[src/core/adc_seq_pkg.sv]
// shared constants and types for the adc conversion sequencer
package adc_seq_pkg;

   // system clock and interval figures, in nanoseconds
   localparam int CLK_PERIOD_NS = 100;
   localparam int SAMPLE_NS     = 300;
   localparam int CONVERT_NS    = 2000;
   localparam int READY_NS      = 500;
   localparam int MIN_START_NS  = 1000;
   localparam int ENABLE_NS     = 400;

   // least times round up to whole cycles, never below one
   localparam int SAMPLE_CYC  = ((SAMPLE_NS + CLK_PERIOD_NS - 1) / CLK_PERIOD_NS) > 0 ?
                                ((SAMPLE_NS + CLK_PERIOD_NS - 1) / CLK_PERIOD_NS) : 1;
   localparam int CONVERT_CYC = ((CONVERT_NS + CLK_PERIOD_NS - 1) / CLK_PERIOD_NS) > 0 ?
                                ((CONVERT_NS + CLK_PERIOD_NS - 1) / CLK_PERIOD_NS) : 1;
   localparam int READY_CYC   = ((READY_NS + CLK_PERIOD_NS - 1) / CLK_PERIOD_NS) > 0 ?
                                ((READY_NS + CLK_PERIOD_NS - 1) / CLK_PERIOD_NS) : 1;
   localparam int MIN_CYC     = ((MIN_START_NS + CLK_PERIOD_NS - 1) / CLK_PERIOD_NS) > 0 ?
                                ((MIN_START_NS + CLK_PERIOD_NS - 1) / CLK_PERIOD_NS) : 1;
   localparam int ENABLE_CYC  = ((ENABLE_NS + CLK_PERIOD_NS - 1) / CLK_PERIOD_NS) > 0 ?
                                ((ENABLE_NS + CLK_PERIOD_NS - 1) / CLK_PERIOD_NS) : 1;

   // code width and buffer depth defaults
   localparam int CODE_WIDTH   = 12;
   localparam int FIFO_DEPTH   = 32;
   localparam logic [31:0] INIT_CODE = 32'h0000_0000;

   typedef enum logic {EDGE_RISE = 1'b0, EDGE_FALL = 1'b1} edge_t;
   typedef enum logic [1:0] {FMT_UNSIGNED = 2'h0, FMT_TWOS = 2'h1, FMT_OFFSET = 2'h2} code_fmt_t;
   typedef enum logic [1:0] {OVF_NONE = 2'h0, OVF_POS = 2'h1, OVF_NEG = 2'h2} ovf_init_t;
   typedef enum logic {RDY_NOT_READY = 1'b0, RDY_READY = 1'b1} ready_init_t;
   typedef enum logic [1:0] {SAMP_IDLE = 2'h0, SAMP_RUN = 2'h1, SAMP_PUSH = 2'h2} samp_state_t;

endpackage : adc_seq_pkg

[src/core/adc_conversion_sequencer.sv]
// conversion sequencing and output coding for a clocked adc
// Overview of operation
// (RULE1) start conversion on the selected trigger edge
// (RULE2) edge select chooses rising or falling
// (RULE3) sampling ends after the sample interval
// (RULE4) code updates one latency after start
// (RULE5) ready drops on update, restores after delay
// (RULE6) overlapping start accepted past restart spacing
// (RULE7) trigger inside restart spacing is ignored
// (RULE8) configurer keeps spacing below conversion latency
// (RULE9) code width from one to thirty-two
// (RULE10) unsigned, twos complement or offset binary
// (RULE11) code driven after enable latency elapses
// (RULE12) ready starts in configured initial state
// (RULE13) overflow flags start from configured state
// (RULE14) code starts at configured initial value
// (RULE15) span from reference pins, offset half span
// (RULE16) overflow flags mark input outside span
// (RULE17) all intervals are clock counts, fixed parameters
`timescale 1ns/100ps
`default_nettype none
module adc_conversion_sequencer #(
   parameter int                       CODE_WIDTH  = adc_seq_pkg::CODE_WIDTH,
   parameter int                       FIFO_DEPTH  = adc_seq_pkg::FIFO_DEPTH,
   parameter int                       SAMPLE_CYC  = adc_seq_pkg::SAMPLE_CYC,
   parameter int                       CONVERT_CYC = adc_seq_pkg::CONVERT_CYC,
   parameter int                       READY_CYC   = adc_seq_pkg::READY_CYC,
   parameter int                       MIN_CYC     = adc_seq_pkg::MIN_CYC,
   parameter int                       ENABLE_CYC  = adc_seq_pkg::ENABLE_CYC,
   parameter adc_seq_pkg::ready_init_t READY_INIT  = adc_seq_pkg::RDY_READY,
   parameter adc_seq_pkg::ovf_init_t   OVF_INIT    = adc_seq_pkg::OVF_NONE,
   parameter logic [31:0]              INIT_VALUE  = adc_seq_pkg::INIT_CODE
) (
   input  wire logic                           sys_clk,
   input  wire logic                           rst,
   input  wire logic                           trig_clk,
   input  wire adc_seq_pkg::edge_t             edge_select,
   input  wire adc_seq_pkg::code_fmt_t         code_format,
   input  wire logic                           enable,
   input  wire logic signed [CODE_WIDTH+1:0]   analog_in,
   input  wire logic        [CODE_WIDTH:0]     ref_span,
   output logic             [CODE_WIDTH-1:0]   code_out,
   output logic                                code_oe,
   output logic                                data_ready,
   output logic                                positive_overflow_flag,
   output logic                                negative_overflow_flag,
   output logic                                sampling,
   output logic                                start_refused
);
   // counter widths derived from the timing counts, data widths from the code width; see RULE17
   localparam int IW     = CODE_WIDTH + 2;
   localparam int TS_W   = $clog2(CONVERT_CYC + 1) + 1;
   localparam int SW     = $clog2(MIN_CYC + 2) + 1;
   localparam int SCW    = $clog2(SAMPLE_CYC + 1) + 1;
   localparam int RW     = $clog2(READY_CYC + 1) + 1;
   localparam int EW     = $clog2(ENABLE_CYC + 1) + 1;
   localparam int WORD_W = TS_W + 2 + CODE_WIDTH;

   // fixed figures used by the coder, the pop test and the assertions
   localparam logic [IW-1:0]   ONE_W    = IW'(1);
   localparam logic [IW-1:0]   HALF_W   = ONE_W << (CODE_WIDTH - 1);
   localparam logic [TS_W-1:0] POP_AGE  = TS_W'(CONVERT_CYC - 1);
   localparam int              SAMP_END = SAMPLE_CYC + 1;
   localparam int              START_GAP = MIN_CYC + 1;
   localparam int              READY_LAST = READY_CYC - 1;

   logic                      trig_prev_q;
   logic [SW-1:0]             since_q;
   adc_seq_pkg::samp_state_t  samp_state_q;
   logic [SCW-1:0]            samp_cnt_q;
   logic [TS_W-1:0]           now_q;
   logic [TS_W-1:0]           start_ts_q;
   logic [WORD_W-1:0]         word_q;
   logic [CODE_WIDTH-1:0]     code_q;
   logic                      pos_q;
   logic                      neg_q;
   logic                      ready_q;
   logic [RW-1:0]             rdy_cnt_q;
   logic                      oe_q;
   logic [EW-1:0]             en_cnt_q;
   logic                      sampling_q;
   logic                      refused_q;
   logic                      upd_q;
   logic                      fifo_in_ready;
   logic [WORD_W-1:0]         head_word;
   logic                      head_valid;

   // trigger edge detection; trig_clk is taken as already synchronous
   wire logic rise_w   = trig_clk && !trig_prev_q;
   wire logic fall_w   = !trig_clk && trig_prev_q;
   wire logic edge_w   = (edge_select == adc_seq_pkg::EDGE_FALL) ? fall_w : rise_w;   // see RULE1, see RULE2
   // since_q lags the elapsed count by one, so this is strictly later than the spacing
   wire logic spaced_w = since_q >= SW'(MIN_CYC);                                    // see RULE6, see RULE7
   wire logic idle_w   = (samp_state_q == adc_seq_pkg::SAMP_IDLE);
   // a full buffer or a sample still in flight also refuses the trigger
   wire logic start_w  = edge_w && spaced_w && idle_w && fifo_in_ready;              // see RULE7
   wire logic push_w   = (samp_state_q == adc_seq_pkg::SAMP_PUSH);

   // input span and offset come from the reference pair
   wire logic signed [IW-1:0] span_w  = $signed({1'b0, ref_span});                   // see RULE15
   wire logic signed [IW-1:0] mid_w   = span_w >>> 1;                                // see RULE15
   wire logic                 pos_w   = analog_in >= span_w;                         // see RULE16
   wire logic                 neg_w   = analog_in[IW-1];                             // see RULE16
   wire logic        [IW-1:0] top_w   = span_w - ONE_W;
   wire logic        [IW-1:0] clamp_w = pos_w ? top_w : (neg_w ? '0 : analog_in);
   wire logic        [IW-1:0] twos_w  = clamp_w - mid_w;
   wire logic        [IW-1:0] offs_w  = twos_w + HALF_W;

   // encoding select; an unknown setting falls back to unsigned
   function automatic logic [CODE_WIDTH-1:0] format_code(
      input adc_seq_pkg::code_fmt_t fmt,
      input logic [IW-1:0]          raw,
      input logic [IW-1:0]          twos,
      input logic [IW-1:0]          offs
   );
      case (fmt)
         adc_seq_pkg::FMT_TWOS:   format_code = twos[CODE_WIDTH-1:0];
         adc_seq_pkg::FMT_OFFSET: format_code = offs[CODE_WIDTH-1:0];
         default:                 format_code = raw[CODE_WIDTH-1:0];
      endcase
   endfunction : format_code

   wire logic [CODE_WIDTH-1:0] fmt_w = format_code(code_format, clamp_w, twos_w, offs_w);   // see RULE9, see RULE10

   // head of the buffer is due once its age reaches one less than the latency
   wire logic [TS_W-1:0] head_ts_w  = head_word[WORD_W-1 -: TS_W];
   wire logic [TS_W-1:0] head_age_w = now_q - head_ts_w;
   wire logic            pop_w      = head_valid && (head_age_w >= POP_AGE);         // see RULE4

   // pending conversions wait here until their latency is up
   sync_fifo #(
      .WIDTH (WORD_W),
      .DEPTH (FIFO_DEPTH)
   ) u_pending (
      .sys_clk   (sys_clk),
      .rst       (rst),
      .in_data   (word_q),
      .in_valid  (push_w),
      .in_ready  (fifo_in_ready),
      .out_data  (head_word),
      .out_valid (head_valid),
      .out_ready (pop_w)
   );

   // free running timestamp; wrap is harmless as ages stay short
   always_ff @(posedge sys_clk)
   begin
      if (rst)
         now_q <= '0;
      else
         now_q <= now_q + TS_W'(1);
   end

   // trigger history and restart spacing, saturating past the limit
   always_ff @(posedge sys_clk)
   begin
      if (rst)
      begin
         trig_prev_q <= 1'b0;
         since_q     <= SW'(MIN_CYC + 1);
         refused_q   <= 1'b0;
      end
      else
      begin
         trig_prev_q <= trig_clk;
         refused_q   <= edge_w && !start_w;                                          // see RULE7
         if (start_w)
            since_q <= '0;
         else if (since_q <= SW'(MIN_CYC))
            since_q <= since_q + SW'(1);
      end
   end

   // sampler: run for the sample interval, then hand the word over
   always_ff @(posedge sys_clk)
   begin
      if (rst)
      begin
         samp_state_q <= adc_seq_pkg::SAMP_IDLE;
         samp_cnt_q   <= '0;
         sampling_q   <= 1'b0;
         start_ts_q   <= '0;
         word_q       <= '0;
      end
      else
      begin
         case (samp_state_q)
            adc_seq_pkg::SAMP_IDLE:
               if (start_w)
               begin
                  samp_state_q <= adc_seq_pkg::SAMP_RUN;                             // see RULE1
                  samp_cnt_q   <= SCW'(SAMPLE_CYC);
                  sampling_q   <= 1'b1;
                  start_ts_q   <= now_q;
               end
            adc_seq_pkg::SAMP_RUN:
               if (samp_cnt_q == SCW'(1))
               begin
                  samp_state_q <= adc_seq_pkg::SAMP_PUSH;                            // see RULE3
                  sampling_q   <= 1'b0;
                  word_q       <= {start_ts_q, pos_w, neg_w, fmt_w};
               end
               else
                  samp_cnt_q <= samp_cnt_q - SCW'(1);
            adc_seq_pkg::SAMP_PUSH:
               if (fifo_in_ready)
                  samp_state_q <= adc_seq_pkg::SAMP_IDLE;
            default:
               samp_state_q <= adc_seq_pkg::SAMP_IDLE;
         endcase
      end
   end

   // output code and flags take their start-up values under reset
   always_ff @(posedge sys_clk)
   begin
      if (rst)
      begin
         code_q <= INIT_VALUE[CODE_WIDTH-1:0];                                       // see RULE14
         pos_q  <= (OVF_INIT == adc_seq_pkg::OVF_POS);                               // see RULE13
         neg_q  <= (OVF_INIT == adc_seq_pkg::OVF_NEG);                               // see RULE13
         upd_q  <= 1'b0;
      end
      else
      begin
         upd_q <= pop_w;
         if (pop_w)
         begin
            code_q <= head_word[CODE_WIDTH-1:0];                                     // see RULE4
            pos_q  <= head_word[CODE_WIDTH+1];                                       // see RULE16
            neg_q  <= head_word[CODE_WIDTH];                                         // see RULE16
         end
      end
   end

   // data ready: low on each update, back high after the restore delay
   always_ff @(posedge sys_clk)
   begin
      if (rst)
      begin
         ready_q   <= READY_INIT;                                                    // see RULE12
         rdy_cnt_q <= '0;
      end
      else if (pop_w)
      begin
         ready_q   <= 1'b0;                                                          // see RULE5
         rdy_cnt_q <= RW'(READY_CYC);
      end
      else if (rdy_cnt_q != '0)
      begin
         rdy_cnt_q <= rdy_cnt_q - RW'(1);
         if (rdy_cnt_q == RW'(1))
            ready_q <= 1'b1;                                                         // see RULE5
      end
   end

   // output enable follows enable after the enable latency, drops at once
   always_ff @(posedge sys_clk)
   begin
      if (rst || !enable)
      begin
         oe_q     <= 1'b0;
         en_cnt_q <= '0;
      end
      else if (!oe_q)
      begin
         if (en_cnt_q == EW'(ENABLE_CYC - 1))
            oe_q <= 1'b1;                                                            // see RULE11
         else
            en_cnt_q <= en_cnt_q + EW'(1);
      end
   end

   // every output comes straight from a flip-flop
   assign code_out               = code_q;
   assign code_oe                = oe_q;
   assign data_ready             = ready_q;
   assign positive_overflow_flag = pos_q;
   assign negative_overflow_flag = neg_q;
   assign sampling               = sampling_q;
   assign start_refused          = refused_q;
endmodule : adc_conversion_sequencer
`default_nettype wire

[src/core/sync_fifo.sv]
// single clock fifo with registered read data
`timescale 1ns/100ps
`default_nettype none
module sync_fifo #(
   parameter int WIDTH = 8,
   parameter int DEPTH = 32
) (
   input  wire logic             sys_clk,
   input  wire logic             rst,
   input  wire logic [WIDTH-1:0] in_data,
   input  wire logic             in_valid,
   output logic                  in_ready,
   output logic [WIDTH-1:0]      out_data,
   output logic                  out_valid,
   input  wire logic             out_ready
);
   localparam int AW = (DEPTH > 1) ? $clog2(DEPTH) : 1;

   logic [WIDTH-1:0] mem_q [DEPTH];
   logic [AW-1:0]    wr_q;
   logic [AW-1:0]    rd_q;
   logic [AW:0]      count_q;
   logic [WIDTH-1:0] data_q;
   logic             valid_q;

   // pointer wrap that does not need a power-of-two depth
   function automatic logic [AW-1:0] next_ptr(input logic [AW-1:0] p);
      next_ptr = (p == AW'(DEPTH - 1)) ? '0 : p + AW'(1);
   endfunction : next_ptr

   // handshakes; output register refills when empty or drained
   wire logic push_w = in_valid && in_ready;
   wire logic load_w = (count_q != '0) && (!valid_q || out_ready);

   assign in_ready  = (count_q != (AW + 1)'(DEPTH));
   assign out_data  = data_q;
   assign out_valid = valid_q;

   // storage has no reset, only the pointers, count and output stage do
   always_ff @(posedge sys_clk)
   begin
      if (push_w)
         mem_q[wr_q] <= in_data;
   end

   // pointers, fill count and output stage
   always_ff @(posedge sys_clk)
   begin
      if (rst)
      begin
         wr_q    <= '0;
         rd_q    <= '0;
         count_q <= '0;
         valid_q <= 1'b0;
         data_q  <= '0;
      end
      else
      begin
         if (push_w)
            wr_q <= next_ptr(wr_q);
         if (load_w)
         begin
            rd_q   <= next_ptr(rd_q);
            data_q <= mem_q[rd_q];
         end
         if (push_w && !load_w)
            count_q <= count_q + (AW + 1)'(1);
         else if (load_w && !push_w)
            count_q <= count_q - (AW + 1)'(1);
         valid_q <= load_w || (valid_q && !out_ready);
      end
   end
endmodule : sync_fifo
`default_nettype wire

[config.mk]
export PLATFORM = sky130hd
export DESIGN_NAME = adc_conversion_sequencer
export DESIGN_NICKNAME = d
export VERILOG_FILES = /design/src/core/adc_seq_pkg.sv /design/src/core/adc_conversion_sequencer.sv /design/src/core/sync_fifo.sv
export SDC_FILE = /design/constraint.sdc
export NUM_CORES = 1
export LEC_CHECK = 0
export BUFFER_PORTS_ARGS = -buffer_cell sky130_fd_sc_hd__buf_2
export CAP_MARGIN = 20
export CORE_MARGIN = 3
export CORE_UTILIZATION = 55
export CTS_BUF_LIST = sky130_fd_sc_hd__clkbuf_16
export DETAILED_ROUTE_END_ITERATION = 8
export PLACE_DENSITY = 0.71
export SLEW_MARGIN = 20
export SYNTH_ARGS = -nofsm -noshare
export SYNTH_HDL_FRONTEND = slang
export SYNTH_SLANG_ARGS = --single-unit
[constraint.sdc]
create_clock -name sys_clk -period 6.29 [get_ports sys_clk]
set_clock_uncertainty 0.05 [all_clocks]
set_input_delay 0 -clock sys_clk [delete_from_list [all_inputs] [get_ports sys_clk]]
set_output_delay 0 -clock sys_clk [all_outputs]
set_load 0.005 [all_outputs]
# Word level (Yosys, flattened, before mapping)
# Memories as Yosys holds them, arrays and structs flattened. A register that Yosys moved wholly into a read port is not among the register bits.
# Index checks and enable logic that the tools add are counted.
# W data, S select, Z words.
# totals
reg_bits	86
memories	1
ramBits	640
# classes
n_mux	29
order_cmp	4
reduce_logical	40
bitwise	2
eq_ne	14
add_sub_neg	13
# memory_table
memory	depth	word_bits	rd	rd_clocked_by_memory_dff	write_ports	line	rtl
u_pending.mem_q	32	20	1	1	1	sync_fifo.sv:19	logic [WIDTH-1:0] mem_q [DEPTH];
# ops
op	count
$mux W12	2
$pmux W12 S2	1
$add A5 B1 Y5 const B	3
$ge A14 B14 Y1	1
$add A12 B12 Y12 const B	1
$add A6 B1 Y6 const B	2
$logic_and A1 B1 Y1	12
$mux W3	4
$mux W6	2
$sub A12 B1 Y12 const B	1
$sub A12 B12 Y12	1
$eq A5 B5 Y1 const B	2
$mux W1	10
$mux W5	2
$reduce_bool A2 Y1	5
$reduce_and A3 Y1	3
$logic_not A1 Y1	8
$mux W4	2
$reduce_and A2 Y1	4
$ge A6 B5 Y1 const B	1
$mux W2	3
$ne A2 B2 Y1 const B	3
$ne A6 B6 Y1 const B	1
$pmux W2 S3	1
other kinds (21)	27

# Logic depth before layout (Yosys ltp)
# Gate-level depths: netlist (run 1).
# logic_depth
ltp_word	8
ltp_mapped	21

# Hierarchy
# Synthesis (run 1) repeated with hierarchy kept, for this count alone.
# unflattened
hier_cells	1856
area_unflattened_um2	30996.0
# modules_own_cells
module	n_inst	cells_per_inst	area_each_um2	seq_area_each_um2
sync_fifo	1	1335	26706.9	19959.1
adc_conversion_sequencer	1	521	4289.1	1381.3

# Worst setup path before layout (run 1)
# OpenSTA, ideal clock, no wires.
# synth_timing
path_kind	input -> register
startpoint	in ref_span[8]
endpoint	reg word_q[11]
cell_stages	16
path_buffers	1
setup_ns	0.092
arrival_time_ns	3.849
path_slack_ns	2.298
path_cell_list	inv_1 > ha_1 > nand3_1 > or4_4 > a32oi_4 > buf_2 > nor2_1 > a211oi_1 > ha_1 > o21ai_0 > a21oi_1 > or4_1 > a31o_2 > o41ai_1 > mux4_2 > o32ai_1
# synth_via
elab_chain_len	5
# synth_rtl
item	line	rtl
from (decl)	adc_conversion_sequencer.sv:41	input wire logic [CODE_WIDTH:0] ref_span,
$sub A12 B1 Y12 / $ge A14 B14 Y1 (equally long branches)	adc_conversion_sequencer.sv:104, adc_conversion_sequencer.sv:102	
$mux W12	adc_conversion_sequencer.sv:105	wire logic [IW-1:0] clamp_w = pos_w ? top_w : (neg_w ? '0 : analog_in);
$sub A12 B12 Y12	adc_conversion_sequencer.sv:106	wire logic [IW-1:0] twos_w = clamp_w - mid_w;
$add A12 B12 Y12	adc_conversion_sequencer.sv:107	wire logic [IW-1:0] offs_w = twos_w + HALF_W;
$pmux W12 S2 *	adc_conversion_sequencer.sv:116	case (fmt)
to (signal assigned)	adc_conversion_sequencer.sv:201	word_q <= {start_ts_q, pos_w, neg_w, fmt_w};
to (decl)	adc_conversion_sequencer.sv:73	logic [WORD_W-1:0] word_q;
# Mark *: on every way between the ends. The rest lies on a longest branch, timed or not.
# A chain may end at the register's enable or synchronous reset.

# Worst setup path after layout (run 1)
# layout_timing
startpoint	in ref_span[1]
endpoint	reg word_q[11]
# The elaborated chain is that of the path after synthesis.

==> results.sh, run 1 <==
export IMPL_clkLatencyLatePin_ps=610
export IMPL_die_y_microns=240.1
export IMPL_regArea_sq_um=21370
export IMPL_grt_remaining_overflow=0
export IMPL_antenna_found_initial=2
export IMPL_hpwl_microns=36760
export IMPL_maxSlewHeadroom_pct=25.24
export IMPL_die_area_sq_um=57650
export IMPL_io_buffers=51
export IMPL_highest_layer="met5"
export IMPL_met1_length_microns=26150
export IMPL_arrival_ps=5120
export IMPL_fin_cells=2484
export IMPL_grtUsageTotal_pct=23.59
export IMPL_die_w_microns=240.1
export IMPL_status="finished, final reports clean"
export IMPL_synth_avg_cell_area_sq_um=18.25
export IMPL_min_path_type="input port to flop"
export IMPL_grt_pass1_vias=15860
export IMPL_drt_total_wl_microns=65780
export IMPL_route_met3_wl_microns=4481
export IMPL_grt_pass1_wl_microns=99810
export IMPL_dr_first_iter_drc_count=1544
export IMPL_grt_max_degree=87
export IMPL_multiInputGateArea_sq_um=8478
export IMPL_cts_setup_buffers=0
export IMPL_timing_rr_start="now_q[1]"
export IMPL_globalplace_congestion=0.8949
export IMPL_pre_cts_slack_ps=1425
export IMPL_ioPinCount=52
export IMPL_syn_inst=1652
export IMPL_drv_cap=0
export IMPL_critPathLaunch="ref_span[1]"
export IMPL_min_from="analog_in[7]"
export IMPL_hold_viol_final=0
export IMPL_vias=15670
export IMPL_async_reset_ff_share_pct=0
export IMPL_slew_violations=0
export IMPL_yosys_warnings=0
export IMPL_syn_area_sq_um=30140
export IMPL_clk_pin_slew_ps=60
export IMPL_cts_sinks=746
export IMPL_ys_ff_latch=746
export IMPL_end_kind="flop"
export IMPL_setup_tns_ps=0
export IMPL_yosysUniqueCellTypes=61
export IMPL_tightest_slew_ps=1120
export IMPL_setup_viol=0
export IMPL_nets=1821
export IMPL_syn_num_nets=1741
export IMPL_worst_slack_ps=1562
export IMPL_min_period_over_period_pct=75.17
export IMPL_peakVddDrop_uv=216.8
export IMPL_yosysSeqAreaShare_pct=70.80
export IMPL_drive_above_1_share_pct=25.13
export IMPL_numCtsBuffers=75
export IMPL_synth_flop_cell="edfxtp_1"
export IMPL_root_buffer="clkbuf_16"
export IMPL_cts_max_path_buffers=3
export IMPL_grt_setup_unrepaired="no"
export IMPL_worst_ep_required_time_ps=6680
export IMPL_nFillCells=3733
export IMPL_cts_max_level=3
export IMPL_p_leak_nw=10.66
export IMPL_start_util_pct=55.79
export IMPL_synth_edf_count=640
export IMPL_fmax_mhz=211.5
export IMPL_dp_cells=2340
export IMPL_drc=0
export IMPL_path_class="input port to flop"
export IMPL_cp_max_fo=24
export IMPL_fp_row_count=85
export IMPL_viasPerCell=6.309
export IMPL_area_delta_synth_final_pct=12.15
export IMPL_routedWlPerCell_microns=26.48
export IMPL_power_density_nw_per_um2=362.1
export IMPL_startpoint_type="input port"
export IMPL_fin_crit_ps=4728
export IMPL_firstDrtPassIters=5
export IMPL_coreArea_sq_um=54030
export IMPL_drt_antenna_violating_nets=0
export IMPL_cts_tree="built"
export IMPL_wl_met2_microns=33330
[path summary, 6_finish.rpt]
path                               end  slack [ps]  cells past startpoint
setup / recovery            word_q[11]        1560                     18
hold reg to reg             word_q[14]         400                      2
setup reg to reg  u_pending.count_q[5]        1840                     19
hold / removal               word_q[7]          50                      5
[flip-flops by register name, indices dropped and copies added, names as in the netlist]
name	count
code_out	12
samp_state_q	2
samp_cnt_q	3
rdy_cnt_q	4
positive_overflow_flag	1
start_ts_q	6
data_ready	1
u_pending.count_q	6
since_q	5
u_pending.out_data	20
start_refused	1
word_q	20
sampling	1
u_pending.rd_q	5
negative_overflow_flag	1
now_q	6
u_pending.mem_q	640
u_pending.wr_q	5
trig_prev_q	1
code_oe	1
en_cnt_q	4
u_pending.out_valid	1
[metrics by stage]
step / power, mW / instance area [sq um] / util [%] / hold WS, ps
after floorplan: 7.551 / 30140 / - / 78.18
after global placement: 8.086 / 31360 / 58.05 / 190.7
after detailed placement: 8.137 / 31360 / 58.05 / 222.6
after CTS: 12.35 / 33790 / 62.54 / 10.73
after global routing: 12.78 / 33800 / 62.57 / 75.09
final: 12.24 / 33800 / 62.57 / 45.17
[power breakdown]
group | total [mW] | switching (mW) | leakage (nW) | internal (mW)
logic | 2.27 | 1.13 | 2.95 | 1.13
clock network | 4.22 | 1.83 | 1.20 | 2.39
registers | 5.76 | 0.249 | 6.51 | 5.51
total | 12.2 | 3.21 | 10.7 | 9.03
[metal layers]
metal  vias to the layer above  GRT usage [%]
met2                       518          38.68
met3                       107          4.531
met5                         -              0
met1                      8209          32.26
met4                         4          8.124
li1                       6834              -
[synth_stat cells (21+ instances only)]
library cell,number,area share [%]
nor2_1,116,1.4
mux4_2,201,15
a311oi_1,21,0.61
nand2_1,45,0.56
mux2i_1,31,1.0
dfxtp_1,106,7.0
a21oi_1,74,1.2
xnor2_1,25,0.73
edfxtp_1,640,64
nand3_1,26,0.43
buf_1,22,0.27
clkbuf_1,62,0.77
o21ai_0,46,0.76
inv_1,42,0.52
ha_1,52,2.2
[layout by cell type (no fill, tap or decap), types with 4 or more instances in the layout]
cell,instances
nand3_1,26
clkinv_2,14
a221oi_1,8
xor2_1,10
o21ai_0,46
buf_2,51
nor2_1,84
nor2_2,16
clkbuf_16,77
o21a_1,4
dfxtp_1,90
inv_1,56
a21oi_1,74
and3_1,4
clkinv_1,10
bufinv_16,4
inv_6,6
nor3b_1,4
nor2b_1,6
nand2_1,45
a311oi_1,21
xnor2_1,25
nand2b_1,5
nor2_4,16
mux2i_1,31
ha_1,52
dfxtp_2,13
nor3_1,12
a211oi_1,12
mux4_2,201
nand3b_1,6
or3_1,4
or4_1,5
buf_4,27
edfxtp_1,640
nor4_1,5
dlygate4sd3_1,11
a31oi_1,7
[critical path: stages]
cell and delay [ps]:
dlygate4sd3_1 530, buf_2 130, inv_1 60, ha_1 260, a2111oi_0 100, or4_4 510, a32oi_4 690, nor2_1 120
a211oi_1 340, ha_1 340, o21ai_0 210, a21oi_1 110, or4_1 470, a31o_2 250, o41ai_1 410, o21ai_0 160
a211oi_1 290, o32ai_1 130
[cells by family after synthesis]
group,count (synthesis),share of synthesized area (%)
simple gates,253,3.914
fa+ha+maj,55,2.358
xor+xnor,35,1.017
compound gates,199,4.184
flops,746,70.80
mux,233,16.08
buf+inv,131,1.648
[timing repair]
action,4_1_cts,5_1_grt
resized for setup,0,0
hold buffers,11,0
hold endpoints to repair,14,0
setup endpoints to repair,0,0
[final cells by class]
cell class	count	share of cell area (%)
clock buffers	77	5.700
well taps	696	2.576
repair buffers	91	1.799
multi-input cells	775	25.08
diodes	1	0.007402
clock inverters	55	1.151
flip-flops and latches	746	63.21
inverters	43	0.4775
Power figures use the tool's default switching activity.
==> run 2, diff against run 1 <==
- clock period: 6.29 -> 4.43 ns (I/O delays scaled with it)
==> run 2 against run 1 <==
The run now ends with negative hold slack left. Routed wire length shrank 0.65%. Clock power rose by 45%. Critical path type unchanged. Register-to-register slack lost 1400 ps. Core utilization grew 0.54 points. Global-route usage decreased by 0.21 points. Via count about the same. Count of clock-buffer cells in the layout is 6 higher. Final cell count rose by 0.97%. Highest routed layer is now met4. First-iteration DRC count rose by 15%. Die area stayed put.
==> results.sh, run 2 (synthesis results as in run 1) <==
export IMPL_arrival_ps=4540
export IMPL_start_util_pct=55.79
export IMPL_globalplace_congestion=0.8571
export IMPL_die_y_microns=240.1
export IMPL_path_class="input port to flop"
export IMPL_setup_viol=0
export IMPL_hold_viol_final=1
export IMPL_coreArea_sq_um=54030
export IMPL_peakVddDrop_uv=304.0
export IMPL_io_buffers=51
export IMPL_fin_crit_ps=4150
export IMPL_cts_setup_buffers=0
export IMPL_power_mw=17.61
export IMPL_drv_cap=0
export IMPL_slowest_stage="dlygate4sd3_1"
export IMPL_grt_max_degree=87
export IMPL_drc=0
export IMPL_tightest_slew_ps=1124
export IMPL_fp_row_count=85
export IMPL_nets=1845
export IMPL_power_density_nw_per_um2=516.3
export IMPL_cts_max_level=3
export IMPL_clkLatencyLatePin_ps=630
export IMPL_top_register="u_pending.mem_q"
export IMPL_p_leak_nw=10.86
export IMPL_cts_tree="built"
export IMPL_die_w_microns=240.1
export IMPL_grt_remaining_overflow=0
export IMPL_status="finished, violations left"
export IMPL_dr_first_iter_drc_count=1775
export IMPL_grt_pass1_wl_microns=98610
export IMPL_final_cell_mix="edfxtp_1 (640), mux4_2 (201), dfxtp_1 (86)"
export IMPL_slew_violations=0
export IMPL_diodes=0
export IMPL_fmax_mhz=241.0
export IMPL_numCtsBuffers=77
export IMPL_violations="negative hold slack"
export IMPL_min_period_over_period_pct=93.67
export IMPL_final_common_cell="edfxtp_1"
export IMPL_area_delta_synth_final_pct=13.12
export IMPL_drive_above_1_share_pct=26.16
export IMPL_viasPerCell=6.248
export IMPL_worst_ep_required_time_ps=4820
export IMPL_end_kind="flop"
export IMPL_largest_reg_flops=640
export IMPL_antenna_found_initial=0
export IMPL_cp_max_fo=8
export IMPL_hpwl_microns=37180
export IMPL_vias=15670
export IMPL_clk_pin_slew_ps=60
export IMPL_worst_slack_ps=280.2
export IMPL_min_path_type="input port to flop"
export IMPL_postLayoutCellArea_sq_um=34100
export IMPL_place_area_sq_um=31550
export IMPL_die_area_sq_um=57650
export IMPL_root_buffer="clkbuf_16"
export IMPL_ioPinCount=52
export IMPL_firstDrtPassIters=5
export IMPL_grt_pass1_vias=15860
export IMPL_maxSlewHeadroom_pct=24.99
export IMPL_startpoint_type="input port"
export IMPL_cts_max_path_buffers=3
export IMPL_grt_setup_unrepaired="no"
export IMPL_cts_sinks=746
export IMPL_drt_antenna_violating_nets=0
export IMPL_cp_cell_sequence="dlygate4sd3_1, buf_2, inv_1, ha_1, a2111oi_1, or4_4, a32oi_4, nor2_1, a211oi_2, ha_1, o21ai_0, a21oi_1, or4_1, a31o_2, o41ai_2, buf_4, o21ai_0, a211oi_1, o32ai_1"
export IMPL_drt_total_wl_microns=65350
export IMPL_slowest_delay_ps=540
export IMPL_pre_cts_slack_ps=-178.0
export IMPL_timing_hold_ws_ps=-10.20
export IMPL_grtUsageTotal_pct=23.38
export IMPL_routedWlPerCell_microns=26.06
[run 2: changes by cell type in the layout (fill, tap and decap cells not counted), moves of 2 or more]
| cell | change |
|---|---|
| buf_12 | +3 |
| buf_4 | +19 |
| bufinv_16 | -2 |
| clkbuf_16 | +6 |
| clkinv_1 | +2 |
| clkinv_2 | -3 |
| dfxtp_1 | -4 |
| dfxtp_2 | +4 |
| inv_1 | +4 |
| inv_2 | -2 |
| inv_6 | -3 |
| nor2_2 | +2 |
| nor2_4 | -2 |
[run 2: path summary, 6_finish.rpt]
check	cells past startpoint	endpoint	startpoint	slack [ps]
max	19	word_q[11]	ref_span[1]	280
min reg2reg	2	word_q[14]	start_ts_q[0]	400
min	5	word_q[2]	analog_in[2]	-10
max reg2reg	21	u_pending.count_q[5]	now_q[0]	460
[run 2: worst max-delay path: cells and delay by family]
| kind | cells | cell delay (ps) |
|---|---|---|
| buffers and inverters | 4 | 940 |
| adder cells (fa/ha/maj) | 2 | 580 |
| AND/OR/NAND/NOR | 3 | 1070 |
| AO/OA/AOI/OAI | 10 | 1960 |
[run 2: layout make-up]
class / instances / area, sq um
clock buffers: 83 / 2077
flip-flops and latches: 746 / 21370
clock inverters: 52 / 322.8
repair buffers: 113 / 810.8
fillers: 3631 / 19930
well taps: 696 / 870.8
inverters: 43 / 161.4
multi-input cells: 775 / 8482
[run 2: repair_timing]
action                                 4_1_cts  5_1_grt
hold buffers                                11        0
resized for setup                            0        3
setup endpoints to repair                    0        1
endpoints found under the hold margin       14        0
[run 2: power breakdown]
part	leakage (nW)	switching (mW)	internal [mW]
sequential	6.53	0.298	7.82
combinational	3.09	1.69	1.69
clock	1.24	2.61	3.49
total	10.9	4.60	13.0
[run 2: per-layer routing]
metal  vias to the layer above  global-route usage, %  routed length, microns
met5                         -                      0                       0
li1                       6880                      -                       -
met1                      8110                  31.84                   26250
met3                       104                  4.038                    4325
met4                         0                  8.597                    1962
met2                       577                  38.57                   32820
[run 2: stage by stage]
step / utilization [%] / std cells / TNS, ps
detailed placement: 58.40 / 2362 / -178.0
global placement: 58.40 / 2362 / -42.10
global route: 63.11 / 2508 / 0
floorplan: - / 1652 / 0
finish: 63.11 / 2508 / 0
CTS: 63.05 / 2508 / 0
==> run 3, diff against run 2 <==
- BUFFER_PORTS_ARGS: -buffer_cell sky130_fd_sc_hd__buf_2 -> not set
- CELL_PAD_IN_SITES_DETAIL_PLACEMENT: not set -> 0
- CELL_PAD_IN_SITES_GLOBAL_PLACEMENT: not set -> 1
- CORE_ASPECT_RATIO: not set -> 1.1
- DONT_BUFFER_PORTS: not set -> 1
- PLACE_DENSITY: 0.71 -> not set
- PLACE_DENSITY_LB_ADDON: not set -> 0.1
==> run 3 against run 2 <==
The run now ends clean. Sequential share of layout area is 0.16 points higher. Core utilization barely moved. Combinational power decreased by 2%. Highest routed layer unchanged. Critical endpoint is now word_q[10]. Final cell count is essentially flat. Die area about the same. Register-to-register slack is essentially flat. Design area is 0.25% lower. Count of clock-buffer cells in the layout fell by 8. Via count down 1.1%.
==> results.sh, run 3 (synthesis results as in run 1) <==
export IMPL_status="finished, final reports clean"
export IMPL_peakVddDrop_uv=365.9
export IMPL_crit_buf_inv=3
export IMPL_hpwl_microns=38270
export IMPL_place_area_sq_um=31300
export IMPL_die_y_microns=251.5
export IMPL_min_period_over_period_pct=92.44
export IMPL_drive_above_1_share_pct=22.91
export IMPL_critPathCapture="word_q[10]"
export IMPL_min_path_type="input port to flop"
export IMPL_viasPerCell=6.175
export IMPL_startpoint_type="input port"
export IMPL_p_comb_share_pct=19.0
export IMPL_globalplace_congestion=0.8014
export IMPL_grt_util_met3_pct=3.500
export IMPL_fmax_mhz=244.2
export IMPL_grt_pass1_wl_microns=101500
export IMPL_coreArea_sq_um=53900
export IMPL_p_seq_share_pct=46.9
export IMPL_top_register="u_pending.mem_q"
export IMPL_routedWlPerCell_microns=26.89
export IMPL_final_cell_mix="edfxtp_1 (640), mux4_2 (201), dfxtp_1 (88)"
export IMPL_cts_max_path_buffers=3
export IMPL_crit_family="compound AO/OA/AOI/OAI gates"
export IMPL_clk_pin_slew_ps=60
export IMPL_slowest_stage="dlygate4sd3_1"
export IMPL_hold_viol_final=0
export IMPL_slowest_delay_ps=630
export IMPL_power_frac_clock_pct=34.1
export IMPL_clkLatencyLatePin_ps=610
export IMPL_dr_first_iter_drc_count=1253
export IMPL_grt_pass1_vias=15860
export IMPL_setup_tns_ps=0
export IMPL_regToRegSetupSlack_ps=470
export IMPL_start_util_pct=55.93
export IMPL_grtUsageTotal_pct=23.89
export IMPL_finish_utilization_pct=63.11
export IMPL_switching_power_mw=4.574
export IMPL_worst_ep_required_time_ps=4870
export IMPL_final_common_cell="edfxtp_1"
export IMPL_numCtsBuffers=74
export IMPL_reg2reg_depth=14
export IMPL_drt_antenna_violating_nets=0
export IMPL_cts_max_level=3
export IMPL_diodes=0
export IMPL_power_density_nw_per_um2=512.9
export IMPL_cp_max_fo=10
export IMPL_tightest_slew_ps=1001
export IMPL_p_leak_nw=10.73
export IMPL_io_buffers=0
export IMPL_reg2reg_to="u_pending.count_q[5]"
export IMPL_cts_setup_buffers=0
export IMPL_largest_reg_flops=640
export IMPL_cts_sinks=746
export IMPL_postLayoutCellArea_sq_um=34010
export IMPL_fin_crit_ps=4095
export IMPL_root_buffer="clkbuf_16"
export IMPL_slew_violations=0
export IMPL_timing_hold_ws_ps=52.04
export IMPL_grt_setup_unrepaired="no"
export IMPL_use_met2_pct=40.04
export IMPL_die_area_sq_um=57660
export IMPL_arrival_ps=4530
export IMPL_antenna_found_initial=1
export IMPL_die_w_microns=229.2
export IMPL_firstDrtPassIters=5
export IMPL_grt_max_degree=87
export IMPL_vias=15490
export IMPL_nets=1813
export IMPL_drc=0
export IMPL_end_kind="flop"
export IMPL_maxSlewHeadroom_pct=33.08
export IMPL_p_int_mw=12.87
export IMPL_drt_total_wl_microns=67470
export IMPL_cp_cell_sequence="dlygate4sd3_1, inv_1, ha_1, nor4_2, a32oi_4, a211o_1, ha_1, fa_1, nor2b_1, o21ai_0, a21o_1, a31oi_1, a31oi_1, xnor2_1, a221oi_1, dlygate4sd3_1, nor2_1"
export IMPL_top_usage_layer="met2"
export IMPL_cp_depth=17
export IMPL_timing_rr_start="u_pending.count_q[1]"
export IMPL_nFillCells=3887
export IMPL_p_sw_share_pct=26.22
export IMPL_setup_viol=0
export IMPL_path_class="input port to flop"
export IMPL_grt_remaining_overflow=0
export IMPL_drv_cap=0
export IMPL_grtUsageMet1_pct=33.88
export IMPL_area_delta_synth_final_pct=12.83
export IMPL_ioPinCount=52
export IMPL_fp_row_count=89
export IMPL_critPathLaunch="ref_span[12]"
export IMPL_cts_tree="built"
==> run 3: metrics by stage <==
step / cells / power (mW) / setup WS, ps
global route: 2509 / 18.19 / 63.64
finish: 2509 / 17.44 / 335.1
global placement: 2339 / 11.58 / 225.1
detailed placement: 2339 / 11.62 / 129.2
CTS: 2509 / 17.63 / 300.6
floorplan: 1652 / 10.74 / 438.4
==> run 3: area by class of cell <==
| type | instances | area (sq um) | share of cell area [%] |
|---|---|---|---|
| Clock inverter | 58 | 420.4 | 1.236 |
| Timing Repair Buffer | 84 | 815.8 | 2.398 |
| Sequential cell | 746 | 21370 | 62.84 |
| Inverter | 43 | 161.4 | 0.4745 |
| Multi-Input combinational cell | 775 | 8454 | 24.86 |
| Clock buffer | 75 | 1877 | 5.518 |
| Tap cell | 728 | 910.9 | 2.678 |
==> run 3: power groups by stage <==
| stage | Sequential [mW] | Clock (mW) | Combinational, mW |
|---|---|---|---|
| after detailed placement | 8.34 | 0 | 3.28 |
| final | 8.18 | 5.96 | 3.31 |
| after floorplan | 8.10 | 0 | 2.64 |
| after global routing | 8.23 | 6.34 | 3.62 |
| after global placement | 8.33 | 0 | 3.25 |
| after CTS | 8.19 | 6.08 | 3.35 |
==> run 3: how the worst min path moves through the flow <==
| stage | cells past startpoint | start | end | slack, ps |
|---|---|---|---|---|
| finish | 6 | ref_span[9] | word_q[9] | 50 |
| global placement | 1 | rst | u_pending.rd_q[1] | 30 |
| global route | 4 | code_format[0] | word_q[11] | 70 |
| CTS | 5 | analog_in[12] | word_q[13] | 10 |
| detailed placement | 1 | rst | u_pending.rd_q[1] | 30 |
| floorplan | 1 | trig_clk | trig_prev_q | 80 |
==> run 3: timing repair <==
| action | in CTS | in global routing |
|---|---|---|
| endpoints found under the hold margin | 106 | 0 |
| resized for setup | 0 | 1 |
| hold buffers | 37 | 0 |
| setup endpoints to repair | 0 | 1 |
==> run 3: per-layer routing <==
metal	part of all wire (%)	vias to the layer above
li1	-	6803
met1	43	8169
met2	50	454
met3	5.6	68
met4	1.6	0
met5	0	-
==> run 3: worst reg2reg max path: stages, from the launching register on <==
cell and delay (ps):
dfxtp_1 350, or4_1 570, nor3b_1 430, or3b_2 310, clkinv_1 250, ha_1 290, inv_1 170, ha_1 260
a21o_1 170, a21oi_1 230, o21bai_1 100, a21oi_1 190, xnor2_1 100, or3_1 310, a21oi_1 130
